## src/pkg/cca_pkg.sv

```systemverilog
/*
  Shared constants of the counter array: register map, field
  positions, reset values and timebase codes.
  Assumes a 32-bit classic Wishbone slave with byte addresses.
*/
// Notes on behaviour
// - Full 16-bit wrap sets counter overflow flag
// - Cycle overflow flag from bit 8/9/10/11
// - Flags always set; enables gate request only
// - All modules share one cycle length; PWM only at 8 bits
// - Comparator off: toggles hold, PWM drives low
// - Reload select steers module low and high byte addresses
// - Capture copies counter, sets module event flag
// - Module event flag cleared only by software
// - Pin level needs two stable clocks
// - Pin level readable after dual-edge capture
// - Software timer flags full 16-bit match
// - Low write clears, high write sets comparator
// - High-speed output toggles pin on match
// - Frequency mode toggles, adds high to low
// - Frequency mode select; optional 16-bit flag
// - 8-bit PWM high on match, low on wrap unless high byte is zero
// - 8-bit PWM reloads low from high on wrap
// - 8-bit PWM select, match flag, 256-tick overflow
// - Timebase select picks the counter tick
// - Counter wrap to zero sets overflow flag
package cca_pkg;

  // ****************************************
  // Register offsets
  // ****************************************
  localparam logic [7:0] A_CTRL    = 8'h00;
  localparam logic [7:0] A_MODE    = 8'h04;
  localparam logic [7:0] A_PWMC    = 8'h08;
  localparam logic [7:0] A_CNTL    = 8'h0C;
  localparam logic [7:0] A_CNTH    = 8'h10;
  localparam logic [7:0] A_PINS    = 8'h14;
  localparam logic [3:0] CH_BASE   = 4'h2;
  localparam logic [3:0] CH_MODE   = 4'h0;
  localparam logic [3:0] CH_LOW    = 4'h4;
  localparam logic [3:0] CH_HIGH   = 4'h8;

  // ****************************************
  // Field positions
  // ****************************************
  localparam int B_CF    = 7;
  localparam int B_CYCLE_OVERFLOW_FLAG  = 6;
  localparam int B_RUN   = 4;
  localparam int B_ECF   = 0;
  localparam int B_TBS   = 1;
  localparam int B_RELOAD_REGISTER_SELECT = 7;
  localparam int B_CYCLE_OVERFLOW_IRQ_ENABLE  = 6;
  localparam int B_ECOM  = 6;
  localparam int B_CAPP  = 5;
  localparam int B_CAPN  = 4;
  localparam int B_MAT   = 3;
  localparam int B_TOG   = 2;
  localparam int B_PWM   = 1;
  localparam int B_ECCF  = 0;

  // ****************************************
  // Reset values and counts
  // ****************************************
  localparam logic [7:0]  RST_BYTE = 8'h00;
  localparam logic [15:0] RST_WORD = 16'h0000;
  localparam logic [15:0] CNT_MAX  = 16'hFFFF;
  localparam logic [7:0]  LOW_MAX  = 8'hFF;
  localparam logic [3:0]  DIV12    = 4'hB;
  localparam logic [1:0]  DIV4     = 2'h3;

  // ****************************************
  // Timebase codes
  // ****************************************
  localparam logic [2:0] TB_DIV12 = 3'h0;
  localparam logic [2:0] TB_DIV4  = 3'h1;
  localparam logic [2:0] TB_T0OV  = 3'h2;
  localparam logic [2:0] TB_EXT   = 3'h3;
  localparam logic [2:0] TB_SYS   = 3'h4;
  localparam logic [2:0] TB_OSC8  = 3'h5;
  localparam logic [2:0] TB_RTC8  = 3'h6;

endpackage

```

## src/hw/cca_channel.sv

```systemverilog
/*
  One capture/compare module: pin filter, capture, compare,
  toggle, frequency and 8-bit PWM output.
  Assumes the counter and the "counter just moved" pulse come
  from the shared counter array.
*/
`timescale 1ns/1ns
module cca_channel (
  // Clock and reset
  input  wire logic        ref_clk,
  input  wire logic        nrst,
  // Shared counter
  input  wire logic        upd,
  input  wire logic [15:0] cnt,
  input  wire logic        pwm8_on,
  // Mode bits
  input  wire logic        ecom,
  input  wire logic        capp,
  input  wire logic        capn,
  input  wire logic        mat,
  input  wire logic        tog,
  input  wire logic        pwm,
  // Register writes
  input  wire logic        wr_lo,
  input  wire logic        wr_hi,
  input  wire logic [7:0]  wdata,
  // Pin and results
  input  wire logic        pin_in,
  output logic      [15:0] cp,
  output logic             pin_out,
  output logic             pin_lvl,
  output logic             evt
);
  import cca_pkg::*;

  logic s_q, prev_q, rise, fall, cap_hit;
  logic m16, m8, wrap8;
  logic is_cap, is_tmr, is_hso, is_frq, is_pw8;

  // Level only accepted once two samples agree
  always_ff @(posedge ref_clk) begin
    if (!nrst) begin
      s_q     <= 1'b0;
      pin_lvl <= 1'b0;
      prev_q  <= 1'b0;
    end else begin
      s_q    <= pin_in;
      prev_q <= pin_lvl;
      if (pin_in == s_q) pin_lvl <= s_q;
    end
  end

  assign rise    = pin_lvl & ~prev_q;
  assign fall    = ~pin_lvl & prev_q;
  assign is_cap  = ~tog & ~pwm;
  assign cap_hit = is_cap & ((capp & rise) | (capn & fall));
  assign is_tmr  = ecom & mat & ~tog & ~pwm;
  assign is_hso  = ecom & mat & tog & ~pwm;
  assign is_frq  = ecom & tog & pwm;
  assign is_pw8  = pwm & ~tog & pwm8_on;
  // Compare only right after the counter moved
  assign m16     = upd & (cnt == cp);
  assign m8      = upd & (cnt[7:0] == cp[7:0]);
  assign wrap8   = upd & (cnt[7:0] == RST_BYTE);

  assign evt = cap_hit
             | ((is_tmr | is_hso) & m16)
             | (is_frq & mat & m16)
             | (is_pw8 & ecom & mat & m8);

  always_ff @(posedge ref_clk) begin
    if (!nrst) begin
      cp <= RST_WORD;
    end else if (wr_lo | wr_hi) begin
      if (wr_lo) cp[7:0] <= wdata;
      if (wr_hi) cp[15:8] <= wdata;
    end else if (cap_hit) begin
      cp <= cnt;
    end else if (is_frq & m8) begin
      cp[7:0] <= cp[7:0] + cp[15:8];
    end else if (is_pw8 & ecom & wrap8) begin
      cp[7:0] <= cp[15:8];
    end
  end

  always_ff @(posedge ref_clk) begin
    if (!nrst) begin
      pin_out <= 1'b0;
    end else if (pwm & ~tog) begin
      if (!ecom || !is_pw8) pin_out <= 1'b0;
      else if (wrap8) pin_out <= (cp[15:8] == RST_BYTE);
      else if (m8) pin_out <= 1'b1;
    end else if ((is_hso & m16) | (is_frq & m8)) begin
      pin_out <= ~pin_out;
    end
  end

endmodule

```

## src/hw/counter_array_capture_compare.sv

```systemverilog
/*
  Counter array with three capture/compare modules, its event
  flags and a classic Wishbone register slave.
  Assumes one 100 MHz clock, synchronous inputs, and that the
  processor gates irq_request with its own global enables.
*/
`timescale 1ns/1ns
module counter_array_capture_compare #(
  parameter int NUM_CH = 3
) (
  // Clock and reset
  input  wire logic              ref_clk,
  input  wire logic              nrst,
  // Wishbone slave
  input  wire logic              wb_cyc_i,
  input  wire logic              wb_stb_i,
  input  wire logic              wb_we_i,
  input  wire logic [7:0]        wb_adr_i,
  input  wire logic [3:0]        wb_sel_i,
  input  wire logic [31:0]       wb_dat_i,
  output logic      [31:0]       wb_dat_o,
  output logic                   wb_ack_o,
  // Timebase sources
  input  wire logic              timer0_ovf_tick,
  input  wire logic              ext_osc_tick,
  input  wire logic              rtc_osc_tick,
  input  wire logic              external_count_input,
  // Module pins
  input  wire logic [NUM_CH-1:0] module_io_in,
  output logic      [NUM_CH-1:0] module_io_out,
  output logic      [NUM_CH-1:0] module_io_oe_n,
  // Interrupt request to processor
  output logic                   irq_request
);
  import cca_pkg::*;

  // ****************************************
  // Declarations
  // ****************************************
  logic [15:0] cnt_q;
  logic        run_q;
  logic        upd_q;
  logic        cf_q;
  logic        cycle_overflow_flag_q;
  logic [NUM_CH-1:0] ccf_q;
  logic        ecf_q;
  logic [2:0]  tbs_q;
  logic        reload_register_select_q;
  logic        cycle_overflow_irq_enable_q;
  logic [1:0]  cycle_length_select_q;
  logic [7:0]  mode_q [NUM_CH];
  logic [15:0] arl_q  [NUM_CH];
  logic [3:0]  div_q;
  logic        eci_q;
  logic        tick_c;
  logic        step;
  logic        cyc_wrap;
  logic [15:0] cp_w   [NUM_CH];
  logic [NUM_CH-1:0] evt_w;
  logic [NUM_CH-1:0] lvl_w;
  logic [NUM_CH-1:0] wr_lo;
  logic [NUM_CH-1:0] wr_hi;
  logic [NUM_CH-1:0] wr_md;
  logic        bus_rd;
  logic        bus_wr;
  logic [7:0]  wd;
  logic [3:0]  ch_off;
  logic        ch_hit;
  logic [31:0] rd_d;
  logic        irq_d;
  logic        wr_ctrl;
  logic        wr_cntl;
  logic        wr_cnth;

  // ****************************************
  // Bus decode
  // ****************************************
  // Reads sample on the request edge, writes on the ack edge
  assign bus_rd = wb_cyc_i & wb_stb_i & ~wb_ack_o;
  assign bus_wr = wb_cyc_i & wb_stb_i & wb_ack_o
                & wb_we_i & wb_sel_i[0];
  // Byte writes need sel[0]; upper lanes carry nothing
  assign wd     = wb_dat_i[7:0];
  // Named targets keep the register blocks short
  assign wr_ctrl = bus_wr & (wb_adr_i == A_CTRL);
  assign wr_cntl = bus_wr & (wb_adr_i == A_CNTL);
  assign wr_cnth = bus_wr & (wb_adr_i == A_CNTH);
  assign ch_off = wb_adr_i[7:4] - CH_BASE;
  assign ch_hit = (wb_adr_i[7:4] >= CH_BASE)
                & (32'(ch_off) < NUM_CH);

  always_comb begin
    for (int i = 0; i < NUM_CH; i++) begin
      wr_md[i] = bus_wr & ch_hit & (32'(ch_off) == i)
               & (wb_adr_i[3:0] == CH_MODE);
      wr_lo[i] = bus_wr & ch_hit & (32'(ch_off) == i)
               & (wb_adr_i[3:0] == CH_LOW);
      wr_hi[i] = bus_wr & ch_hit & (32'(ch_off) == i)
               & (wb_adr_i[3:0] == CH_HIGH);
    end
  end

  // ****************************************
  // Timebase
  // ****************************************
  always_ff @(posedge ref_clk) begin
    if (!nrst) begin
      div_q <= 4'h0;
      eci_q <= 1'b0;
    end else begin
      // Twelve is a multiple of four, so div4 reuses this count
      div_q <= (div_q == DIV12) ? 4'h0 : div_q + 4'h1;
      eci_q <= external_count_input;
    end
  end

  always_comb begin
    case (tbs_q)
      TB_DIV12: tick_c = (div_q == DIV12);
      TB_DIV4:  tick_c = (div_q[1:0] == DIV4);
      TB_T0OV:  tick_c = timer0_ovf_tick;
      TB_EXT:   tick_c = eci_q & ~external_count_input;
      TB_SYS:   tick_c = 1'b1;
      TB_OSC8:  tick_c = ext_osc_tick;
      TB_RTC8:  tick_c = rtc_osc_tick;
      default:  tick_c = 1'b0;
    endcase
  end

  // A stopped counter ignores every tick source
  assign step = tick_c & run_q;
  // Low N bits all ones where N follows the shared length
  assign cyc_wrap = step & (cnt_q[7:0] == LOW_MAX)
                  & (cycle_length_select_q < 2'd1 | cnt_q[8])
                  & (cycle_length_select_q < 2'd2 | cnt_q[9])
                  & (cycle_length_select_q < 2'd3 | cnt_q[10]);

  // ****************************************
  // Counter
  // ****************************************
  // Software writes win over a tick in the same cycle
  always_ff @(posedge ref_clk) begin
    if (!nrst) begin
      cnt_q <= RST_WORD;
      upd_q <= 1'b0;
    end else begin
      // A written counter did not step, so nothing compares next cycle
      upd_q <= step & ~(wr_cntl | wr_cnth);
      if (wr_cntl) cnt_q[7:0] <= wd;
      else if (wr_cnth) cnt_q[15:8] <= wd;
      else if (step) cnt_q <= cnt_q + 16'h0001;
    end
  end

  // ****************************************
  // Control and mode registers
  // ****************************************
  always_ff @(posedge ref_clk) begin
    if (!nrst) begin
      run_q   <= 1'b0;
      ecf_q   <= 1'b0;
      tbs_q   <= TB_DIV12;
      reload_register_select_q <= 1'b0;
      cycle_overflow_irq_enable_q  <= 1'b0;
      cycle_length_select_q <= 2'b00;
    end else if (bus_wr) begin
      if (wb_adr_i == A_CTRL) run_q <= wd[B_RUN];
      if (wb_adr_i == A_MODE) begin
        ecf_q <= wd[B_ECF];
        tbs_q <= wd[B_TBS+:3];
      end
      if (wb_adr_i == A_PWMC) begin
        reload_register_select_q <= wd[B_RELOAD_REGISTER_SELECT];
        cycle_overflow_irq_enable_q  <= wd[B_CYCLE_OVERFLOW_IRQ_ENABLE];
        cycle_length_select_q <= wd[1:0];
      end
    end
  end

  // Comparator enable follows byte writes to the module
  always_ff @(posedge ref_clk) begin
    if (!nrst) begin
      for (int i = 0; i < NUM_CH; i++) begin
        mode_q[i] <= RST_BYTE;
      end
    end else begin
      for (int i = 0; i < NUM_CH; i++) begin
        if (wr_md[i]) mode_q[i] <= wd;
        else if (wr_lo[i]) mode_q[i][B_ECOM] <= 1'b0;
        else if (wr_hi[i]) mode_q[i][B_ECOM] <= 1'b1;
      end
    end
  end

  // ****************************************
  // Reload storage
  // ****************************************

  // Reload bytes only hold data; the 9-11 bit PWM modes are absent
  always_ff @(posedge ref_clk) begin
    if (!nrst) begin
      for (int i = 0; i < NUM_CH; i++) begin
        arl_q[i] <= RST_WORD;
      end
    end else if (reload_register_select_q) begin
      for (int i = 0; i < NUM_CH; i++) begin
        if (wr_lo[i]) arl_q[i][7:0] <= wd;
        if (wr_hi[i]) arl_q[i][15:8] <= wd;
      end
    end
  end

  // ****************************************
  // Event flags
  // ****************************************
  // A set in the same cycle as a clear write is kept
  always_ff @(posedge ref_clk) begin
    if (!nrst) begin
      cf_q   <= 1'b0;
      cycle_overflow_flag_q <= 1'b0;
      ccf_q  <= '0;
    end else begin
      if (wr_ctrl) begin
        cf_q   <= wd[B_CF];
        cycle_overflow_flag_q <= wd[B_CYCLE_OVERFLOW_FLAG];
        ccf_q  <= wd[NUM_CH-1:0];
      end
      if (step && cnt_q == CNT_MAX) cf_q <= 1'b1;
      if (cyc_wrap) cycle_overflow_flag_q <= 1'b1;
      for (int i = 0; i < NUM_CH; i++) begin
        if (evt_w[i]) ccf_q[i] <= 1'b1;
      end
    end
  end

  // ****************************************
  // Interrupt request
  // ****************************************

  // Held one cycle so the request leaves a flip-flop
  always_comb begin
    irq_d = (cf_q & ecf_q) | (cycle_overflow_flag_q & cycle_overflow_irq_enable_q);
    for (int i = 0; i < NUM_CH; i++) begin
      irq_d = irq_d | (ccf_q[i] & mode_q[i][B_ECCF]);
    end
  end

  // Request carries only the array enables; processor-side enables gate it
  always_ff @(posedge ref_clk) begin
    if (!nrst) irq_request <= 1'b0;
    else irq_request <= irq_d;
  end

  // ****************************************
  // Capture/compare modules
  // ****************************************
  for (genvar g = 0; g < NUM_CH; g++) begin : g_ch
    cca_channel u_ch (
      .ref_clk (ref_clk),
      .nrst    (nrst),
      .upd     (upd_q),
      .cnt     (cnt_q),
      .pwm8_on (cycle_length_select_q == 2'b00),
      .ecom    (mode_q[g][B_ECOM]),
      .capp    (mode_q[g][B_CAPP]),
      .capn    (mode_q[g][B_CAPN]),
      .mat     (mode_q[g][B_MAT]),
      .tog     (mode_q[g][B_TOG]),
      .pwm     (mode_q[g][B_PWM]),
      .wr_lo   (wr_lo[g] & ~reload_register_select_q),
      .wr_hi   (wr_hi[g] & ~reload_register_select_q),
      .wdata   (wd),
      .pin_in  (module_io_in[g]),
      .cp      (cp_w[g]),
      .pin_out (module_io_out[g]),
      .pin_lvl (lvl_w[g]),
      .evt     (evt_w[g])
    );
  end

  // ****************************************
  // Pin drive enables
  // ****************************************

  // Output modes drive the pin; capture modes leave it free
  always_ff @(posedge ref_clk) begin
    if (!nrst) begin
      module_io_oe_n <= '1;
    end else begin
      for (int i = 0; i < NUM_CH; i++) begin
        module_io_oe_n[i] <= ~(mode_q[i][B_TOG] | mode_q[i][B_PWM]);
      end
    end
  end

  // ****************************************
  // Read data and acknowledge
  // ****************************************
  always_comb begin
    rd_d = 32'h00000000;
    case (wb_adr_i)
      A_CTRL: begin
        rd_d[B_CF]         = cf_q;
        rd_d[B_CYCLE_OVERFLOW_FLAG]       = cycle_overflow_flag_q;
        rd_d[B_RUN]        = run_q;
        rd_d[NUM_CH-1:0]   = ccf_q;
      end
      A_MODE: begin
        rd_d[B_ECF]        = ecf_q;
        rd_d[B_TBS+:3]     = tbs_q;
      end
      A_PWMC: begin
        rd_d[B_RELOAD_REGISTER_SELECT]      = reload_register_select_q;
        rd_d[B_CYCLE_OVERFLOW_IRQ_ENABLE]       = cycle_overflow_irq_enable_q;
        rd_d[1:0]          = cycle_length_select_q;
      end
      A_CNTL: rd_d[7:0]    = cnt_q[7:0];
      A_CNTH: rd_d[7:0]    = cnt_q[15:8];
      A_PINS: begin
        rd_d[NUM_CH-1:0]   = lvl_w;
        rd_d[NUM_CH+3:4]   = module_io_out;
      end
      // Module bytes decode last; fixed registers take priority
      default: begin
        for (int i = 0; i < NUM_CH; i++) begin
          if (ch_hit && 32'(ch_off) == i) begin
            case (wb_adr_i[3:0])
              CH_MODE: rd_d[7:0] = mode_q[i];
              CH_LOW:  rd_d[7:0] = reload_register_select_q ? arl_q[i][7:0]
                                           : cp_w[i][7:0];
              CH_HIGH: rd_d[7:0] = reload_register_select_q ? arl_q[i][15:8]
                                           : cp_w[i][15:8];
              default: rd_d[7:0] = 8'h00;
            endcase
          end
        end
      end
    endcase
  end

  // One wait-free answer; unmapped addresses read as zero
  always_ff @(posedge ref_clk) begin
    if (!nrst) begin
      wb_ack_o <= 1'b0;
      wb_dat_o <= 32'h00000000;
    end else begin
      wb_ack_o <= bus_rd;
      if (bus_rd) wb_dat_o <= rd_d;
    end
  end

endmodule

```

## config.mk

```make
export PLATFORM = sky130hd
export DESIGN_NAME = counter_array_capture_compare
export DESIGN_NICKNAME = d
export VERILOG_FILES = /design/src/pkg/cca_pkg.sv /design/src/hw/cca_channel.sv /design/src/hw/counter_array_capture_compare.sv
export SDC_FILE = /design/constraint.sdc
export NUM_CORES = 1
export LEC_CHECK = 0
export BUFFER_PORTS_ARGS = -buffer_cell sky130_fd_sc_hd__buf_2
export CORE_MARGIN = 2
export CORE_UTILIZATION = 50
export DETAILED_ROUTE_END_ITERATION = 12
export PLACE_DENSITY = 0.81
export SETUP_SLACK_MARGIN = 0.15
export SYNTH_ARGS = -nofsm -noshare
export SYNTH_HDL_FRONTEND = slang
export SYNTH_SLANG_ARGS = --single-unit
```

## constraint.sdc

```tcl
create_clock -name ref_clk -period 2.9 [get_ports ref_clk]
set_input_delay 0 -clock ref_clk [delete_from_list [all_inputs] [get_ports ref_clk]]
set_output_delay 0 -clock ref_clk [all_outputs]
set_load 0.01 [all_outputs]
```

After elaboration in Yosys (flattened, before gate mapping)
Memory sizes are Yosys's and may differ from the RTL's.
Index checks and enable logic that the tools add are counted.
- memory bits (writable): 72
- logic and storage cells: 474
- memories: 2
- output and inout bits: 40
- bits of input ports: 56
- flip-flop bits (word level): 109
- memories (name ; words ; width ; rd ports ; clocked after memory_dff ; write ports ; line ; text):
    arl_q ; 3 ; 16 ; 3 ; 0 ; 3 ; counter_array_capture_compare.sv:52 ; logic [15:0] arl_q [NUM_CH];
    mode_q ; 3 ; 8 ; 3 ; 0 ; 3 ; counter_array_capture_compare.sv:51 ; logic [7:0] mode_q [NUM_CH];
- bitwise gates (word level): 190
- $lt $le $gt $ge: 5
- reductions and logical operators: 57
- add/sub/neg operators: 6
- equality and inequality tests: 38
- mux-type cells: 138
- operators with widths (cell ; count):
    $mux W8 ; 39
    $and A1 B1 Y1 ; 119
    $mux W1 ; 83
    $pmux W8 S3 ; 3
    $mux W16 ; 4
    $eq A16 B16 Y1 ; 3
    $or A1 B1 Y1 ; 47
    $logic_not A8 Y1 ; 5
    $reduce_and A2 Y1 ; 14
    $reduce_bool A2 Y1 ; 13
    $add A8 B8 Y8 ; 3
    $eq A8 B8 Y1 ; 3
    $not A1 Y1 ; 24
    $add A16 B1 Y16 const B ; 1
    $eq A16 B16 Y1 const B ; 1
    $eq A8 B4 Y1 const B ; 2
    $eq A8 B5 Y1 const B ; 2
    $ne A2 B1 Y1 const B ; 6
    $pmux W1 S6 ; 2
    $pmux W2 S6 ; 1
    $reduce_bool A4 Y1 ; 3
    $pmux W1 S5 ; 2
    $eq A3 B3 Y1 const B ; 3
    $eq A4 B4 Y1 const B ; 2
    other kinds (29) ; 49

Depth between registers and ports, before layout
- depth after elaboration: 13
- mapped depth: 12

Modules after synthesis
From an unflattened synthesis, not the netlist that was laid out.
- cell total of the unflattened synthesis: 1392
- area total of the unflattened synthesis: 12150.4 µm²
- by module, submodules not included (module ; sequential area each (µm²) ; area an instance (µm²) ; cells each ; times used):
    counter_array_capture_compare ; 3143.0 ; 6824.0 ; 702 ; 1
    cca_channel ; 400.4 ; 1775.5 ; 230 ; 3

Worst setup path after synthesis
Ideal clock, no wire load.
- path kind: reg2reg
- start: register reload_register_select_q
- end: memory arl_q[0][10] (enable)
- period minus slack after synthesis: 2.445 ns
- stages on the path, launching flop included: 6
- path buffers: 3
- library setup time: 0.384 ns
- data arrival time: 2.061 ns
- required time: 2.516 ns
- slack: 0.455 ns
- path through: dfxtp_1 buf_2 buf_1 clkbuf_1 nand3_1 o21ai_0
- RTL lines (what ; line ; text):
    start, declared ; counter_array_capture_compare.sv:48 ; logic reload_register_select_q;
    start signal, assigned ; counter_array_capture_compare.sv:173 ; reload_register_select_q <= wd[B_RELOAD_REGISTER_SELECT];
    end, declared ; counter_array_capture_compare.sv:52 ;

Final worst setup path
- start: register cnt_q[4]
- end: register g_ch[0].u_ch.cp[5]
- word-level cells in the longest chain between the ends: 6
- RTL lines (what ; line ; text):
    start, declared ; counter_array_capture_compare.sv:40 ; logic [15:0] cnt_q;
    start signal, assigned ; counter_array_capture_compare.sv:149 ; if (wr_cntl) cnt_q[7:0] <= wd;
    start signal, assigned ; counter_array_capture_compare.sv:151 ; else if (step) cnt_q <= cnt_q + 16'h0001;
    $eq A8 B8 Y1 ; cca_channel.sv:63 ; assign m8 = upd & (cnt[7:0] == cp[7:0]);
    $and A1 B1 Y1 ; cca_channel.sv:63 ;
    $and A1 B1 Y1 ; cca_channel.sv:79 ; end else if (is_frq & m8) begin
    $mux W8 ; cca_channel.sv:79 ;
    $mux W8 ; cca_channel.sv:77 ; end else if (cap_hit) begin
    $mux W16 ; cca_channel.sv:74 ; end else if (wr_lo | wr_hi) begin
    end signal, assigned ; cca_channel.sv:75 ; if (wr_lo) cp[7:0] <= wdata;
    end signal, assigned ; cca_channel.sv:78 ; cp <= cnt;
    end signal, assigned ; cca_channel.sv:80 ; cp[7:0] <= cp[7:0] + cp[15:8];
    end, declared ; cca_channel.sv:29 ; output logic [15:0] cp,
Several ways; a longest one is shown, not always the timed one.
A chain may end at the register's enable or synchronous reset.

==> metrics.md <==
| Metric | Value |
|---|---|
| Run status | completed |
| DRT antenna net count | 0 |
| Mean post-synth cell area | 8.75 um2 |
| Reg2Reg Depth | 7 |
| Multi-input logic area | 6600 um2 |
| Vias per cell | 6.76 |
| CTS tree | done |
| Normalized max-slew margin | 0.258 |
| CTS sink count | 181 |
| Post-synthesis instance total | 1319 |
| Primary FF master, synth | dfxtp_1 |
| Post-CTS Setup Bufs | 0 |
| Routability Congestion | 1.03 |
| Nets@finish | ~1.4k |
| Seq/Total Area, Yosys | 0.376 |
| # setup viols final | 0 |
| Flops & latches, synth | 181 |
| Drt wl/cell | 26.5 um |
| Crit. Startpoint | cnt_q[4] |
| R2r setup slk | approximately 0.3 ns |
| Met1 Usage GRT | 0.469 |
| Synth cell types | 73 |
| Crit. End Element | register |
| Starting Density | 0.510 |
| Max VDD drop | around 450 uV |
| R2R Path End | g_ch[0].u_ch.cp[5] |
| RSZ-0062 raised after global routing | no |
| Cell Rows | 55 |
| Die span in y | 156 um |
| DR iter-0 viols | 1518 |
| Crit path kind | register to register |
| HPWL Detailed | 31500 um |
| Max Freq | 386 MHz |
| Worst Skew | 0.0129 ns |
| CP required | ~3.3 ns |
| Max clock buf depth | 2 |
| Synth Cell Area | 11500 um2 |
| Top post-synthesis cells by area | dfxtp_1, edfxtp_1, mux2i_1 |
| # DRC | 0 |
| Gr usage total | 0.361 |
| Grt met2 use | 0.550 |
| Area grow syn2layout | 11.5% |
| Core region area | 22600 um2 |
| Maxcap violations | 0 |
| Share of cells above drive strength 1 | 0.136 |
| DP Worst Slack | 0.365 ns |
| Crit path launch type | register |
| Critical Path Fanout Max | 10 |
| RR Startpoint | cnt_q[4] |
| Final worst slack | about 0.3 ns |
| Setup_tns | 0 ns |
| CTS clock-pin slew for the worst setup and hold paths | around 0.07 ns |
| Global-route wire length before repair | ~65000 um |
| # fillers | a little under 2k |
| Vias in the first global route | 10.5k |
| Crit path capture | g_ch[0].u_ch.cp[5] |
| Post-synth EDFFs | 72 |
| Final period utilization | 0.894 |
| Worst-skew pair later-pin latency | between 0.4 and 0.5 ns |
| H-tree Lvls | 4 |
| Synthesis Warnings | 0 |
| Yosys top cell area share | 0.189 |
| Max Slew Vio Count | 0 |
| Standby leakage power | 4.93 nW |
| Most common cell after layout, fill and taps aside | o21ai_0 |
| GRT Max-Usage Layer | met2 |
| CTS buffer count | 17 |
| Pin count of the biggest net entering global routing | 43 |
| GRT Residual Overflow | 0 |
| Most frequent cells in the layout | o21ai_0, nand2_1, dfxtp_1, nor2_1, mux2i_1 |
| Sequential Area | roughly 4300 um2 |
| Hold Path Class | primary input to register |
| Port Buffers | 44 |
| Slew @ Worst Pin | 1.11 ns |
| Final hold vios | 0 |
| Fraction of registers with async set/reset | 0 |
| Area leader, netlist | dfxtp_1 |
| DIE WIDTH | 156 um |
| Initial antenna violation count | 0 |
| I/O Pins | 96 |
| Die area | 24300 um2 |
| DRT Wirelength | approximately 44000 um |
| M3 GR Usage | 0.0961 |
| Crit path time final | roughly 2.6 ns |
| DR pass1 iterations | 6 |
| WP data arrival | 2.96 ns |
| Pwr dens | 444 nW/um2 |
| Routed vias | between 10k and 15k |
| CTS root buf | clkbuf_16 |
where the power goes:
part           switching (mW)  internal [mW]  leakage (nW)
Combinational           0.321          0.148          2.99
Clock                    1.07           1.42         0.309
Sequential             0.0565           2.70          1.63
Total                    1.45           4.27          4.93
metrics by stage:
stage               area [um2]  hold WS, ns  power [mW]   util  std cells
global placement         12200        0.222        3.24  0.538       1619
detailed placement       12200        0.238        3.25  0.538       1619
finish                   12900       0.0771        5.72  0.569       1658
floorplan                11600        0.122        3.08      -       1342
global route             12900       0.0548        5.81  0.569       1657
CTS                      12900       0.0470        5.67  0.568       1657
cell type report:
class | count | area share
Inverter | 31 | 0.00904
Timing Repair Buffer | 121 | 0.0651
Multi-Input combinational cell | 1007 | 0.512
Sequential cell | 181 | 0.337
Clock inverter | 9 | 0.00884
Tap cell | 285 | 0.0277
Clock buffer | 23 | 0.0395
Antenna cell | 1 | 0.000194
repair_timing:
| action | 4_1_cts | 5_1_grt |
|---|---|---|
| gates resized for setup | 0 | 3 |
| endpoints found under the setup margin | 0 | 20 |
| hold buffers | 6 | 0 |
| endpoints found under the hold margin | 8 | 0 |
worst min path at each step:
stage                          from            endpoint  slack, ns  cells past startpoint
2_1_floorplan       module_io_in[2]    g_ch[2].u_ch.s_q       0.12                      1
3_3_place_gp   external_count_input               eci_q       0.22                      2
3_5_place_dp        module_io_in[0]    g_ch[0].u_ch.s_q       0.24                      2
4_1_cts                 wb_dat_i[7]  g_ch[2].u_ch.cp[7]       0.05                      3
5_1_grt                 wb_dat_i[7]  g_ch[2].u_ch.cp[7]       0.05                      3
6_report                wb_dat_i[7]  g_ch[2].u_ch.cp[7]       0.08                      3
routing by layer:
layer / part of all wire / wire length (um) / up-vias
met5: 0 / 0 / -
met3: 0.13 / 5830 / 198
li1: - / - / 4896
met1: 0.38 / 16500 / 5258
met2: 0.42 / 18600 / 852
met4: 0.066 / 2890 / 0
Yosys cell counts, drive strengths merged (6+ instances only):
cell type	count
a211o	6
a211oi	25
a21o	7
a21oi	72
a22oi	6
a311oi	11
a31oi	31
and2	28
and3	19
buf	54
clkbuf	69
dfxtp	109
edfxtp	72
ha	25
inv	31
mux2	16
mux2i	83
nand2	114
nand3	41
nand3b	12
nand4	13
nor2	100
nor2b	7
nor3	24
nor4	17
o211ai	18
o21a	10
o21ai	118
o22ai	18
or3	6
or4	8
xnor2	50
xor2	20
state kept, by name (all words and copies together) (netlist names), 4 cells and up:
| signal | count |
|---|---|
| div_q | 4 |
| g_ch.u_ch.cp | 48 |
| cnt_q | 16 |
| mode_q | 24 |
| arl_q | 48 |
| wb_dat_o | 8 |
critical path, stage by stage (launching register included):
cell and delay, ns:
dfxtp_1 0.83, xnor2_1 0.23, nand3_1 0.13, nor4_1 0.51
and3_1 0.28, mux2i_1 0.09, a211o_1 0.30, a31oi_1 0.16
logic make-up after synthesis:
kind of cell             synth area share
XOR/XNOR                           0.0531
AND/OR/NAND/NOR                     0.178
buffers and inverters              0.0620
adder cells (fa/ha/maj)            0.0323
AO/OA/AOI/OAI                       0.203
flip-flops                          0.376
multiplexers                       0.0950
other                            0.000325
No activity file was read; power rests on OpenSTA's default activity.
